### src/hdl/drive_status_pkg.sv
// constants and types for the drive status and command word block
// Notes on behaviour
// - status word is read-only 16 bits; bit 2 shows extended dc-link voltage
// - bit 3 follows the energy saving function
// - bit 4 follows output frequency reduction
// - bit 6 shows deceleration ramp, bit 7 acceleration ramp
// - bit 8 set while ramp progression is frozen
// - bit 9 set once output frequency reaches reference
// - bit 10 follows dc-link voltage regulation
// - bit 11 is 1 for 50 Hz defaults, 0 for 60 Hz
// - bit 12 set while supply-dip ride-through runs
// - bit 13 set while spinning-motor catch start runs
// - bit 14 follows dc injection braking
// - bit 15 follows pwm pulse enable
// - bits 0, 1 and 5 are reserved and read zero
// - error action codes: 0 none,1 ramp stop,2 disable,3 local,4 local keep,5 fault
// - serial timeout counts as comm error, flagged as alarm or fault
// - on error the action is written into the serial/usb command word, only while the serial group controls
// - fault action blocks operation even without network control
// - two command words: serial/usb group and fieldbus group
// - each command word written only by its own interface
// - ramp run 0 decelerates to stop, 1 accelerates to reference
// - enable 0 cuts motor power, 1 permits operation
// - writing 1 to fault reset clears fault; 0 does nothing
package drive_status_pkg;
    localparam int WORD_W = 16;
    localparam int ACT_W = 3;
    // status bit positions
    localparam int ST_DCEXT = 2;
    localparam int ST_ENSAVE = 3;
    localparam int ST_FREQRED = 4;
    localparam int ST_DECEL = 6;
    localparam int ST_ACCEL = 7;
    localparam int ST_FROZEN = 8;
    localparam int ST_SETOK = 9;
    localparam int ST_DCREG = 10;
    localparam int ST_CFG50 = 11;
    localparam int ST_RIDE = 12;
    localparam int ST_CATCH = 13;
    localparam int ST_DCBRAKE = 14;
    localparam int ST_PWM = 15;
    // command bit positions
    localparam int CW_RUN = 0;
    localparam int CW_ENABLE = 1;
    localparam int CW_FWD = 2;
    localparam int CW_INCH = 3;
    localparam int CW_REMOTE = 4;
    localparam int CW_RAMP2 = 5;
    localparam int CW_FAULTRST = 7;
    // writable bits of a command word, reserved bits masked
    localparam logic [15:0] CW_MASK = 16'h00BF;
    localparam logic [15:0] STATUS_RESET = 16'h0000;
    localparam logic [15:0] CMD_RESET = 16'h0000;
    localparam logic [2:0] ACTION_RESET = 3'h1;
    typedef enum logic [2:0] {
        ACT_NONE = 3'h0,
        ACT_RAMP_STOP = 3'h1,
        ACT_DISABLE = 3'h2,
        ACT_LOCAL = 3'h3,
        ACT_LOCAL_KEEP = 3'h4,
        ACT_FAULT = 3'h5
    } comm_action_t;
    // control source of the drive
    typedef enum logic [1:0] {
        SRC_LOCAL = 2'h0,
        SRC_SERIAL = 2'h1,
        SRC_FIELDBUS = 2'h2
    } ctrl_src_t;
endpackage

### src/hdl/cmd_word_reg.sv
// one network command word with write ownership and error override
`timescale 1ns/1ps
module cmd_word_reg (
    input wire logic mclk,
    input wire logic sys_rst,
    input wire logic ownWrite,
    input wire logic [15:0] ownData,
    input wire logic errApply,
    input wire logic [2:0] errAction,
    output logic [15:0] word
);
    logic [15:0] forced;
    // error action rewrites only the affected command bits
    always_comb begin
        forced = word;
        case (errAction)
            3'h1: forced[drive_status_pkg::CW_RUN] = 1'b0;
            3'h2: forced[drive_status_pkg::CW_ENABLE] = 1'b0;
            3'h3: begin
                forced[drive_status_pkg::CW_REMOTE] = 1'b0;
                forced[drive_status_pkg::CW_ENABLE] = 1'b0;
            end
            3'h4: forced[drive_status_pkg::CW_REMOTE] = 1'b0;
            default: forced = word;
        endcase
    end
    // error override beats a same-cycle write so the safe action holds
    always_ff @(posedge mclk) begin
        if (sys_rst) begin
            word <= drive_status_pkg::CMD_RESET;
        end else if (errApply) begin
            word <= forced;
        end else if (ownWrite) begin
            word <= ownData & drive_status_pkg::CW_MASK;
        end
    end
endmodule

### src/hdl/drive_status_control.sv
// status word, error action selector and two command words of the drive
`timescale 1ns/1ps
module drive_status_control (
    input wire logic mclk,
    input wire logic sys_rst,
    // drive function levels, same clock domain
    input wire logic dcExtActive,
    input wire logic energySaveActive,
    input wire logic freqReduceActive,
    input wire logic decelRamp,
    input wire logic accelRamp,
    input wire logic rampFrozen,
    input wire logic setpointReached,
    input wire logic dcRegActive,
    input wire logic defaults50Hz,
    input wire logic rideThroughActive,
    input wire logic catchStartActive,
    input wire logic dcBrakeActive,
    input wire logic pwmEnabled,
    // network master access
    input wire logic serialWrite,
    input wire logic [15:0] serialData,
    input wire logic fieldbusWrite,
    input wire logic [15:0] fieldbusData,
    input wire logic actionWrite,
    input wire logic [2:0] actionData,
    // which source controls the drive
    input wire logic [1:0] ctrlSource,
    // serial timeout event, one-cycle pulse
    input wire logic serialTimeout,
    input wire logic faultIsAlarm,
    output logic [15:0] driveFunctionStatus,
    output logic [2:0] commErrorActionSelect,
    output logic [15:0] serialUsbCommandWord,
    output logic [15:0] fieldbusCommandWord,
    output logic [15:0] activeCommandWord,
    output logic commTimeoutAlarm,
    output logic commTimeoutFault,
    output logic faultActive,
    output logic rampRun,
    output logic driveEnable,
    output logic forwardDir,
    output logic inchingSel,
    output logic remoteSel,
    output logic secondRamp,
    output logic goLocal
);
    logic [15:0] next_status;
    logic errSerial;
    logic applySerial;
    logic applyField;
    logic serialOwns;
    logic fieldOwns;
    logic errIsFault;
    logic faultReset;
    logic [15:0] selWord;

    // assemble the status word, reserved bits stay zero
    always_comb begin
        next_status = drive_status_pkg::STATUS_RESET;
        next_status[drive_status_pkg::ST_DCEXT] = dcExtActive;
        next_status[drive_status_pkg::ST_ENSAVE] = energySaveActive;
        next_status[drive_status_pkg::ST_FREQRED] = freqReduceActive;
        next_status[drive_status_pkg::ST_DECEL] = decelRamp;
        next_status[drive_status_pkg::ST_ACCEL] = accelRamp;
        next_status[drive_status_pkg::ST_FROZEN] = rampFrozen;
        next_status[drive_status_pkg::ST_SETOK] = setpointReached;
        next_status[drive_status_pkg::ST_DCREG] = dcRegActive;
        next_status[drive_status_pkg::ST_CFG50] = defaults50Hz;
        next_status[drive_status_pkg::ST_RIDE] = rideThroughActive;
        next_status[drive_status_pkg::ST_CATCH] = catchStartActive;
        next_status[drive_status_pkg::ST_DCBRAKE] = dcBrakeActive;
        next_status[drive_status_pkg::ST_PWM] = pwmEnabled;
    end

    // registered so a read sees a coherent word
    always_ff @(posedge mclk) begin
        if (sys_rst) begin
            driveFunctionStatus <= drive_status_pkg::STATUS_RESET;
        end else begin
            driveFunctionStatus <= next_status;
        end
    end

    // action selector; codes above 5 are refused and the old value kept
    always_ff @(posedge mclk) begin
        if (sys_rst) begin
            commErrorActionSelect <= drive_status_pkg::ACTION_RESET;
        end else if (actionWrite && actionData <= 3'h5) begin
            commErrorActionSelect <= actionData;
        end
    end

    // timeout is the only comm error source, tied to serial group
    assign errSerial = serialTimeout;
    assign serialOwns = ctrlSource == drive_status_pkg::SRC_SERIAL;
    assign fieldOwns = ctrlSource == drive_status_pkg::SRC_FIELDBUS;
    assign errIsFault = commErrorActionSelect == 3'h5;
    // overrides only land when the group really controls the drive
    assign applySerial = errSerial && serialOwns;
    assign applyField = 1'b0;

    // alarm or fault flag, sticky until cleared by a fault reset
    assign faultReset = serialWrite && serialData[drive_status_pkg::CW_FAULTRST]
        || fieldbusWrite && fieldbusData[drive_status_pkg::CW_FAULTRST];
    always_ff @(posedge mclk) begin
        if (sys_rst) begin
            commTimeoutAlarm <= 1'b0;
            commTimeoutFault <= 1'b0;
        end else begin
            // set wins over a same-cycle clear
            if (errSerial && !(errIsFault && !faultIsAlarm)) begin
                commTimeoutAlarm <= 1'b1;
            end else if (faultReset) begin
                commTimeoutAlarm <= 1'b0;
            end
            if (errSerial && errIsFault && !faultIsAlarm) begin
                commTimeoutFault <= 1'b1;
            end else if (faultReset) begin
                commTimeoutFault <= 1'b0;
            end
        end
    end
    assign faultActive = commTimeoutFault;

    // serial/usb group word
    cmd_word_reg serialReg (
        .mclk(mclk),
        .sys_rst(sys_rst),
        .ownWrite(serialWrite),
        .ownData(serialData),
        .errApply(applySerial),
        .errAction(commErrorActionSelect),
        .word(serialUsbCommandWord)
    );

    // fieldbus group word
    cmd_word_reg fieldReg (
        .mclk(mclk),
        .sys_rst(sys_rst),
        .ownWrite(fieldbusWrite),
        .ownData(fieldbusData),
        .errApply(applyField),
        .errAction(commErrorActionSelect),
        .word(fieldbusCommandWord)
    );

    // word of the controlling group, zero under local control
    assign selWord = serialOwns ? serialUsbCommandWord :
        fieldOwns ? fieldbusCommandWord : 16'h0000;
    assign activeCommandWord = selWord;
    // a fault blocks the drive whatever the control source
    assign rampRun = selWord[drive_status_pkg::CW_RUN] && !faultActive;
    assign driveEnable = selWord[drive_status_pkg::CW_ENABLE]
        && !faultActive;
    assign forwardDir = selWord[drive_status_pkg::CW_FWD];
    assign inchingSel = selWord[drive_status_pkg::CW_INCH];
    assign remoteSel = selWord[drive_status_pkg::CW_REMOTE];
    assign secondRamp = selWord[drive_status_pkg::CW_RAMP2];
    // local request while a network group controls and its remote bit is clear
    assign goLocal = (serialOwns || fieldOwns) && !remoteSel;
endmodule

### config.mk
export PLATFORM = sky130hd
export DESIGN_NAME = drive_status_control
export DESIGN_NICKNAME = d
export VERILOG_FILES = /design/src/hdl/drive_status_pkg.sv /design/src/hdl/cmd_word_reg.sv /design/src/hdl/drive_status_control.sv
export SDC_FILE = /design/constraint.sdc
export NUM_CORES = 1
export LEC_CHECK = 0
export BUFFER_PORTS_ARGS = -buffer_cell sky130_fd_sc_hd__buf_4
export CAP_MARGIN = 10
export CORE_MARGIN = 4
export CORE_UTILIZATION = 37
export DETAILED_ROUTE_END_ITERATION = 12
export PLACE_DENSITY = 0.84
export SLEW_MARGIN = 20
export SYNTH_ARGS = -nofsm -noshare
export SYNTH_HDL_FRONTEND = slang
export SYNTH_SLANG_ARGS = --single-unit
### constraint.sdc
create_clock -name mclk -period 1.55 [get_ports mclk]
set_input_delay 0.31 -clock mclk [delete_from_list [all_inputs] [get_ports mclk]]
set_output_delay 0.31 -clock mclk [all_outputs]
set_load 0.01 [all_outputs]
==> results of run 1 <==
[state kept, by name, indices dropped and copies added (netlist names)]
| register | flops |
|---|---|
| fieldReg.word | 7 |
| commTimeoutFault | 1 |
| commTimeoutAlarm | 1 |
| driveFunctionStatus | 13 |
| serialReg.word | 7 |
| commErrorActionSelect | 3 |
[cells in the mapped netlist]
master,number
clkbuf_1,3
a211oi_2,1
a31oi_1,1
o2bb2a_1,1
a221o_1,1
nor2_1,18
nand2_1,16
mux2i_1,12
nand3b_1,2
nor4b_1,1
buf_6,1
ha_1,2
nand3_1,1
inv_1,4
o21ai_0,7
a21boi_4,1
nor3_1,2
a21boi_0,1
nand4bb_1,1
nor2b_1,19
buf_4,35
o41ai_1,1
buf_2,2
a211o_1,1
a22oi_1,2
dfxtp_1,32
conb_1,1
[worst max-delay path, delay by kind of cell]
family                   cells  cell delay [ns]
buffers and inverters        4             0.42
AO/OA/AOI/OAI                1             0.13
adder cells (fa/ha/maj)      1             0.19
AND/OR/NAND/NOR              1             0.14
[cells in the final DEF (no fill, tap or decap), types with 2 or more instances in the layout]
cell,instances
nand2_1,16
dfxtp_1,32
clkbuf_8,7
conb_1,30
nand3b_1,2
nor2b_1,19
inv_1,3
ha_4,2
buf_6,2
o21ai_2,4
nor2_1,18
buf_4,91
mux2i_1,12
nor3_1,2
a22oi_1,2
[cell type report]
class	instances	share of cell area
Clock buffer	7	0.0427
Inverter	4	0.00665
Multi-Input combinational cell	121	0.327
Sequential cell	32	0.284
Tap cell	50	0.0277
Timing Repair Buffer	93	0.312
[worst min path at each step]
| stage | start | endpoint | slack, ns | cells after the start |
|---|---|---|---|---|
| 2_1_floorplan | sys_rst | driveFunctionStatus[15]$_SDFF_PP0_ | 0.38 | 1 |
| 3_3_place_gp | serialReg.word[0]$_SDFFE_PP0P_ | serialReg.word[0]$_SDFFE_PP0P_ | 0.47 | 2 |
| 3_5_place_dp | serialReg.word[0]$_SDFFE_PP0P_ | serialReg.word[0]$_SDFFE_PP0P_ | 0.48 | 2 |
| 4_1_cts | actionData[0] | commErrorActionSelect[0]$_SDFFE_PP1P_ | 0.23 | 2 |
| 5_1_grt | dcRegActive | driveFunctionStatus[10]$_SDFF_PP0_ | 0.23 | 2 |
| 6_report | actionData[0] | commErrorActionSelect[0]$_SDFFE_PP1P_ | 0.24 | 2 |
[layer usage]
metal	track usage	share of wire	vias up
met5	0	0	-
met4	0.0647	0.020	0
met3	0.0471	0.10	10
met2	0.260	0.52	60
met1	0.149	0.36	613
li1	-	-	659
[repair_timing]
action	in CTS	in global routing
endpoints found under the setup margin	14	10
pin swaps	0	3
hold buffers	0	0
resized for setup	10	10
buffers inserted	0	2
[per-stage QoR]
stage	setup WS [ns]	util	setup TNS [ns]	total power, mW
after floorplan	-0.0965	-	-0.303	1.15
after global placement	-0.180	0.522	-1.83	1.29
after detailed placement	-0.198	0.522	-2.00	1.30
after CTS	0.0163	0.552	0	1.99
after global routing	0.00316	0.565	0	2.09
final	0.0375	0.565	0	1.98
[where the power goes]
part / internal, mW / switching (mW) / leakage [nW]
combinational: 0.210 / 0.187 / 0.819
sequential: 0.870 / 0.0315 / 0.265
clock: 0.395 / 0.282 / 0.0503
[cells by family (layout without fill, tap and decap cells)]
| group | count (synthesis) | after routing | synth area share |
|---|---|---|---|
| compound gates | 17 | 17 | 0.0867 |
| fa+ha+maj | 2 | 2 | 0.0164 |
| buf+inv | 45 | 104 | 0.203 |
| flops | 32 | 32 | 0.419 |
| mux | 12 | 12 | 0.0786 |
| other cells | 1 | 30 | 0.00245 |
| simple gates | 60 | 60 | 0.194 |
==> results by group, run 1 <==
Synthesis
  • Syn Std Cell Area: 1530 sq um
  • Register bit count reported by yosys: 32
  • Yosys warnings: 0
  • Syn Area/Cell: 9.05 sq um
  • Post-Synthesis Cells: about 170
  • Post-synthesis sequential area ratio: 0.419
  • Synth unique cells: 27
  • Synth area leader: dfxtp_1
  • Yosys top cell area share: 0.419
  • Largest cells by area after synthesis: dfxtp_1, buf_4, mux2i_1, nor2b_1, nor2_1

Cells and area
  • Post-layout net count: 316
  • Multi-input gate area: 738 sq um
  • Non-Filler Instances: a little over 300
  • Antenna cell count: 0
  • Post-route cell area: 2260 sq um
  • Share of cells above drive strength 1: 0.428
  • Fill cells: 386
  • Syn-to-layout area delta: 47.7%
  • Register area: 641 sq um

Detailed routing
  • Initial DRC count: 62
  • Post-route DRC: 0
  • Drt total wl: 3860 microns
  • DRT antenna net count: 0
  • Avg WL per Cell: between 10 and 15 microns
  • Initial DRT Pass Iterations: 3
  • Total number of vias: 1342
  • Vias per inst: 4.37

Worst setup path
  • Most common cell on crit path: buf_4
  • Crit. End Element: output port
  • Worst EP arrival: between 1 and 1.5 ns
  • Critical path type: input pin to output port
  • Crit Path Max Fanout: 6
  • Critical path data required time: 1.24 ns
  • Reg2reg start: commErrorActionSelect[1]$_SDFFE_PP0P_
  • Flop2flop setup slack: 0.45 ns
  • Worst-path cell chain: buf_4 > inv_1 > ha_4 > buf_6 > o21ai_4 > nor2b_1 > buf_4
  • Crit path launch type: input pin
  • Worst path slowest cell: ha_4
  • CP endpoint: rampRun
  • Worst r2r path cells: 3
  • Worst r2r dst: commTimeoutFault$_SDFFE_PP0P_
  • Crit. Startpoint: ctrlSource[1]
  • Worst path max stage delay: between 0.15 and 0.2 ns

Placed design
  • Post-DP Area: 2090 sq um
  • Hpwl dp: approximately 3000 microns
  • Count of input and output buffers: 85
  • Dpl cells: a little under 300
  • RePlAce Congestion: 0.789

Clocking
  • CTS tree: done
  • H-tree Lvls: 2
  • Max Buffers Root-to-Sink: 2
  • Skew-Pair Late Insertion Delay: 0.27 ns
  • Clock sinks: 32
  • Clock transition at the registers of the reported paths: 0.06 ns
  • Root Buffer: clkbuf_8
  • CTS buffer count: 5

Power
  • PwrDens: 875 nW/um^2
  • Leakage: 1.13 nW
  • VDD IR max: ~0.6 mV

GRT
  • First-pass GRT wire length: 5840 microns
  • Vias in the first global route: approximately 1300
  • Initial antenna violation count: 0
  • Grt ovf: 0
  • GR Util All Layers: 0.143
  • Largest net degree at the start of global routing: 34

Floorplanning
  • Initial Util: 0.382
  • Horiz. Die Dim: 72.3 microns
  • Std-Cell Rows: 23
  • Die area: 5230 sq um
  • I/O pin total: 134
  • Die Y-Extent: 72.3 microns
  • Core area: about 4000 sq um

Timing
  • Fmax: 0.661 GHz
  • Post-route clock period utilization: 0.976
  • Final min period: 1.51 ns
  • Clock Skews: between 0.002 and 0.003 ns
  • Hold Violations, Final: 0
  • Slew Limit Fails: 0
  • Setup-failing EPs final: 0
  • RSZ-0062 raised after global routing: false
  • Fin Hold WS: approximately 0.24 ns

Outcome
  • Outcome: complete, no violations

Worst hold path
  • Hold WC Path Type: input pin to flip-flop

Job
  • Max cap viols: 0
Power figures use the tool's default switching activity.
==> inputs of run 2 (changes only) <==
--- a/config.mk
+++ b/config.mk
@@ -7,9 +7,9 @@
 export LEC_CHECK = 0
 export BUFFER_PORTS_ARGS = -buffer_cell sky130_fd_sc_hd__buf_4
 export CAP_MARGIN = 10
-export CORE_MARGIN = 4
 export CORE_UTILIZATION = 37
 export DETAILED_ROUTE_END_ITERATION = 12
+export GPL_TIMING_DRIVEN = 0
 export PLACE_DENSITY = 0.84
 export SLEW_MARGIN = 20
 export SYNTH_ARGS = -nofsm -noshare
==> run 2 against run 1 <==
Largest power group unchanged. Clock-buffer cell count fell by 2. Utilization rose by 9.9 points. Power up 3.3%. Clock skew up 0.0026 ns.
==> results by group, run 2 (same netlist as run 1, synthesis figures left out) <==
Floorplanning
  • Die area: 4390 sq um (-16%)
  • Std-Cell Rows: 23 (unchanged)
  • Core area: 3970 sq um (-0.72%)
  • Initial Util: 0.385 (+0.00277)
  • Horiz. Die Dim: 66.3 microns (-8.3%)
  • I/O pin total: 134 (unchanged)
  • Die Y-Extent: 66.3 microns (-8.3%)

Detailed routing
  • Post-route DRC: 0 (unchanged)
  • Total number of vias: 1462 (+8.9%)
  • DRT antenna net count: 0 (unchanged)
  • Vias per inst: 4.26 (-2.5%)
  • Drt total wl: 3860 microns (unchanged)
  • Avg WL per Cell: 11.2 microns (-10%)
  • Initial DRC count: 58 (-6.5%)
  • Initial DRT Pass Iterations: 4 (+1)

Timing
  • Hold Violations, Final: 0 (unchanged)
  • Final TNS setup: 0 ns (unchanged)
  • Clock Skews: 0.00527 ns (+0.00261 ns)
  • RSZ-0062 raised after global routing: true
  • Slew Limit Fails: 0 (unchanged)
  • Final min period: 1.50 ns (-0.00886 ns)
  • Fmax: 0.665 GHz (+0.59%)
  • Post-route clock period utilization: 0.970 (-0.00572)
  • Setup-failing EPs final: 0 (unchanged)

GRT
  • Initial antenna violation count: 0 (unchanged)
  • Met3 Use GR: 0.0672 (+0.0201)
  • GR Util All Layers: 0.169 (+0.0255)
  • M2 GR Usage: 0.297 (+0.0373)
  • Met1 usage: 0.182 (+0.0329)
  • First-pass GRT wire length: 5450 microns (-6.6%)
  • Global route hottest layer: met2
  • Largest net degree at the start of global routing: 13 (-62%)
  • Vias in the first global route: 1244 (-3.6%)
  • Grt ovf: 0 (unchanged)

Power
  • PwrDens: 774 nW/um^2 (-11%)
  • Final Power: 2.04 mW (+3.3%)
  • VDD IR max: 0.530 mV (-11%)
  • Leakage: 1.35 nW (+19%)

Clocking
  • Skew-Pair Late Insertion Delay: 0.28 ns (about the same)
  • H-tree Lvls: 2 (unchanged)
  • Clock sinks: 32 (unchanged)
  • Clock transition at the registers of the reported paths: 0.07 ns (about the same)
  • CTS buffer count: 5 (unchanged)
  • Max Buffers Root-to-Sink: 2 (unchanged)
  • Root Buffer: clkbuf_8
  • CTS tree: done
  • Hold_buf cts: 0 (unchanged)

Worst setup path
  • Worst EP arrival: 1.19 ns (about the same)
  • Crit path launch type: input pin
  • Worst path max stage delay: 0.20 ns (about the same)
  • Worst path slowest cell: ha_4
  • Crit. End Element: output port
  • Cell family with most CP delay: buffers and inverters
  • Critical path type: input pin to output port
  • Crit Path Max Fanout: 7 (+1)
  • Worst-path cell chain: buf_4 > inv_2 > ha_4 > nand2_1 > o21ai_4 > buf_6 > buf_4
  • Most common cell on crit path: buf_4
  • Crit path buffers/inverters: 4 (unchanged)
  • Critical path data required time: 1.24 ns (about the same)

Placed design
  • RePlAce Congestion: 0.722 (-8.5%)
  • Hpwl dp: 2950 microns (-3.2%)
  • Count of input and output buffers: 84 (-1.2%)
  • Post-DP Area: 2330 sq um (+12%)

Cells and area
  • Post-layout net count: 351 (+11%)
  • Largest Register: driveFunctionStatus
  • Antenna cell count: 0 (unchanged)
  • Most common cell after layout, fill and taps aside: buf_4
  • Number of flip-flops in the largest register: 13 (unchanged)
  • Post-route cell area: 2640 sq um (+17%)
  • Fill cells: 341 (-12%)
  • Top flop regs: driveFunctionStatus x13, fieldReg.word x7, serialReg.word x7
  • Syn-to-layout area delta: 72.4%
  • Share of cells above drive strength 1: 0.529 (+0.101)
  • Commonest cells after routing, fill and taps aside: buf_4, dfxtp_1, conb_1

Outcome
  • Outcome: complete, no violations

Worst hold path
  • Hold WC Path Type: input pin to flip-flop

Job
  • Max cap viols: 0 (unchanged)
[run 2: area by class of cell]
| class | count | area (sq um) | share of cell area |
|---|---|---|---|
| sequential | 32 | 641 | 0.243 |
| inverter | 4 | 15.0 | 0.00570 |
| timing repair buffer | 88 | 701 | 0.266 |
| tap | 50 | 62.6 | 0.0237 |
| clock buffer | 5 | 68.8 | 0.0261 |
| clock inverter | 3 | 23.8 | 0.00902 |
| multi-input combinational | 121 | 820 | 0.311 |
| buffer | 40 | 305 | 0.116 |
[run 2: metrics by stage]
step,hold WS (ns),instances,utilization,worst slack [ns]
2_1_floorplan,0.382,198,-,-0.0965
3_3_place_gp,0.476,332,0.587,-0.190
3_5_place_dp,0.490,332,0.587,-0.254
4_1_cts,0.222,344,0.659,-0.00687
5_1_grt,0.210,343,0.664,-0.00397
6_report,0.224,343,0.664,0.0463
[run 2: what timing repair did]
item,in CTS,in global routing
buffers inserted,3,0
endpoints found under the setup margin,14,8
pin swaps,6,3
gates resized for setup,36,9
cloned,1,0
[run 2: worst paths after layout]
check                                                            from                                 to  slack, ns  cells after the start
worst max-delay path                                    ctrlSource[0]               activeCommandWord[5]       0.05                      7
worst min register to register         serialReg.word[0]$_SDFFE_PP0P_     serialReg.word[0]$_SDFFE_PP0P_       0.53                      2
worst max register to register  commErrorActionSelect[2]$_SDFFE_PP0P_      commTimeoutFault$_SDFFE_PP0P_       0.41                      3
worst min-delay path                                          sys_rst  driveFunctionStatus[4]$_SDFF_PP0_       0.22                      2
[run 2: metal layers]
metal | part of all wire | wire [microns]
met2 | 0.51 | 1980
met4 | 0.015 | 59
met5 | 0 | 0
met1 | 0.38 | 1470
met3 | 0.090 | 348
[run 2: power breakdown]
| group | internal (mW) | switching (mW) |
|---|---|---|
| sequential | 0.870 | 0.0359 |
| clock | 0.317 | 0.330 |
| combinational | 0.279 | 0.209 |
==> inputs of run 3 (changes only) <==
--- a/config.mk
+++ b/config.mk
@@ -7,10 +7,12 @@
 export LEC_CHECK = 0
 export BUFFER_PORTS_ARGS = -buffer_cell sky130_fd_sc_hd__buf_4
 export CAP_MARGIN = 10
-export CORE_UTILIZATION = 37
+export CELL_PAD_IN_SITES_DETAIL_PLACEMENT = 0
+export CELL_PAD_IN_SITES_GLOBAL_PLACEMENT = 1
+export CORE_UTILIZATION = 25
 export DETAILED_ROUTE_END_ITERATION = 12
 export GPL_TIMING_DRIVEN = 0
-export PLACE_DENSITY = 0.84
+export PLACE_DENSITY = 0.85
 export SLEW_MARGIN = 20
 export SYNTH_ARGS = -nofsm -noshare
 export SYNTH_HDL_FRONTEND = slang
==> run 3 against run 2 <==
Clock power barely moved. First-iteration DRC count fell by 28%. Clock-buffer cell count rose by 3. Worst hold slack improved by 0.013 ns. Largest power group unchanged. Sequential power barely moved. Highest routed layer unchanged.
==> results by group, run 3 (same netlist as run 1, synthesis figures left out) <==
Clocking
  • H-tree Lvls: 2 (unchanged)
  • CTS buffer count: 5 (unchanged)
  • Clock transition at the registers of the reported paths: 0.06 ns (about the same)
  • Root Buffer: clkbuf_8
  • Clock sinks: 32 (unchanged)
  • Skew-Pair Late Insertion Delay: 0.27 ns (about the same)
  • Max Buffers Root-to-Sink: 2 (unchanged)
  • CTS tree: done

Detailed routing
  • Post-route DRC: 0 (unchanged)
  • Drt total wl: 3990 microns (+3.3%)
  • Initial DRT Pass Iterations: 4 (unchanged)
  • Initial DRC count: 42 (-28%)
  • Vias per inst: 3.88 (-9.0%)
  • Avg WL per Cell: 10.8 microns (-3.9%)
  • Total number of vias: 1432 (-2.1%)
  • DRT antenna net count: 0 (unchanged)

Cells and area
  • Antenna cell count: 0 (unchanged)
  • Top flop regs: driveFunctionStatus x13, fieldReg.word x7, serialReg.word x7
  • Share of cells above drive strength 1: 0.514 (-0.0154)
  • Commonest cells after routing, fill and taps aside: buf_4, dfxtp_1, conb_1
  • Largest Register: driveFunctionStatus
  • Post-layout util: 0.449 (-0.214)
  • Number of flip-flops in the largest register: 13 (unchanged)
  • Post-layout net count: 352 (+0.28%)
  • Post-route cell area: 2660 sq um (+0.95%)
  • Syn-to-layout area delta: 74.1%
  • Most common cell after layout, fill and taps aside: buf_4

Timing
  • Fmax: 0.662 GHz (-0.41%)
  • Worst slew margin: 0.642
  • Clock Skews: 0.00116 ns (-0.00411 ns)
  • Post-route clock period utilization: 0.974 (+0.00402)
  • Worst setup margin: 0.0401 ns (-0.00624 ns)
  • Setup-failing EPs final: 0 (unchanged)
  • Slew Limit Fails: 0 (unchanged)
  • Hold Violations, Final: 0 (unchanged)
  • RSZ-0062 raised after global routing: true
  • Fin Hold WS: 0.237 ns (+0.0130 ns)
  • Actual slew at the worst max-slew pin: between 0.5 and 0.6 ns
  • Final min period: 1.51 ns (+0.00624 ns)

Floorplanning
  • Horiz. Die Dim: 80.2 microns (+21%)
  • Initial Util: 0.258 (-0.127)
  • Core area: 5920 sq um (+49%)
  • I/O pin total: 134 (unchanged)
  • Die Y-Extent: 80.2 microns (+21%)
  • Std-Cell Rows: 28 (+22%)
  • Die area: 6430 sq um (+46%)

Worst setup path
  • Crit Path Max Fanout: 7 (unchanged)
  • Critical path type: input pin to output port
  • Worst r2r path cells: 3 (unchanged)
  • Critical path data required time: 1.24 ns (about the same)
  • Worst EP arrival: 1.20 ns (about the same)
  • Flop2flop setup slack: 0.48 ns (+0.07 ns)
  • Crit. End Element: output port
  • Worst r2r dst: commTimeoutFault$_SDFFE_PP0P_
  • Reg2reg start: commErrorActionSelect[2]$_SDFFE_PP0P_
  • Crit path launch type: input pin

Job
  • Max cap viols: 0 (unchanged)

Worst hold path
  • Hold endpoint: commErrorActionSelect[0]$_SDFFE_PP1P_
  • Worst hold start: actionData[0]
  • Hold WC Path Type: input pin to flip-flop
  • Min-Delay Path Depth: 2 (unchanged)

GRT
  • First-pass GRT wire length: 5830 microns (+7.0%)
  • Initial antenna violation count: 0 (unchanged)
  • Vias in the first global route: 1236 (-0.64%)
  • Grt ovf: 0 (unchanged)
  • GR Util All Layers: 0.122 (-0.0474)
  • Largest net degree at the start of global routing: 11 (-2)

Placed design
  • Post-DP Area: 2360 sq um (+1.3%)
  • Worst slack, placed: -0.218 ns (+0.0368 ns)
  • Count of input and output buffers: 84 (unchanged)
  • Hpwl dp: 3000 microns (+1.8%)
  • RePlAce Congestion: 0.718 (-0.54%)

Power
  • Leakage: 1.38 nW (+2.1%)
  • Final Power: 2.04 mW (about the same)
  • PwrDens: 767 nW/um^2 (-0.93%)
  • VDD IR max: 0.393 mV (-26%)

Outcome
  • Outcome: complete, no violations
[run 3: through the flow]
stage               std cells   TNS, ns
floorplan                 198    -0.303
global placement          357     -1.70
detailed placement        357     -1.99
CTS                       369         0
global route              369  -0.00393
finish                    369         0
[run 3: worst max-delay path by stage]
stage | from | endpoint | slack (ns) | depth (start not counted)
finish | ctrlSource[1] | goLocal | 0.04 | 8
floorplan | ctrlSource[1] | activeCommandWord[2] | -0.1 | 6
global placement | ctrlSource[0] | activeCommandWord[2] | -0.23 | 7
CTS | ctrlSource[0] | activeCommandWord[3] | 0.006 | 8
detailed placement | ctrlSource[0] | activeCommandWord[5] | -0.22 | 7
global route | ctrlSource[1] | goLocal | -0.004 | 8
[run 3: report_power, final]
part	switching (mW)	internal, mW	total [mW]
clock network	0.286	0.362	0.648
registers	0.0352	0.870	0.905
logic	0.208	0.280	0.488
[run 3: worst max-delay path, stage by stage]
cell and delay [ns]:
buf_8 0.10, inv_4 0.05, ha_4 0.23, buf_12 0.16
nand2_4 0.05, o21ai_4 0.07, nor2_1 0.07, buf_4 0.14
[run 3: layout make-up]
type | instances | area [sq um]
plain buffers | 40 | 314
multi-input cells | 121 | 802
well taps | 75 | 93.8
inverters | 4 | 17.5
fillers | 620 | 3260
flip-flops and latches | 32 | 641
repair buffers | 89 | 703
clock buffers | 8 | 90.1
[run 3: per-layer routing]
layer / GRT usage / vias to the layer above / share of wire / wire, microns
met5: 0 / - / 0 / 0
met2: 0.209 / 62 / 0.51 / 2030
li1: - / 734 / - / -
met4: 0.0482 / 0 / 0.0098 / 39
met1: 0.135 / 631 / 0.38 / 1530
met3: 0.0455 / 5 / 0.099 / 394
[run 3: timing repair]
action,4_1_cts,5_1_grt
endpoints found under the setup margin,14,10
pin swaps,6,3
hold endpoints to repair,0,0
resized for setup,40,7
setup buffers,3,1
hold buffers,0,0
gates cloned,1,0
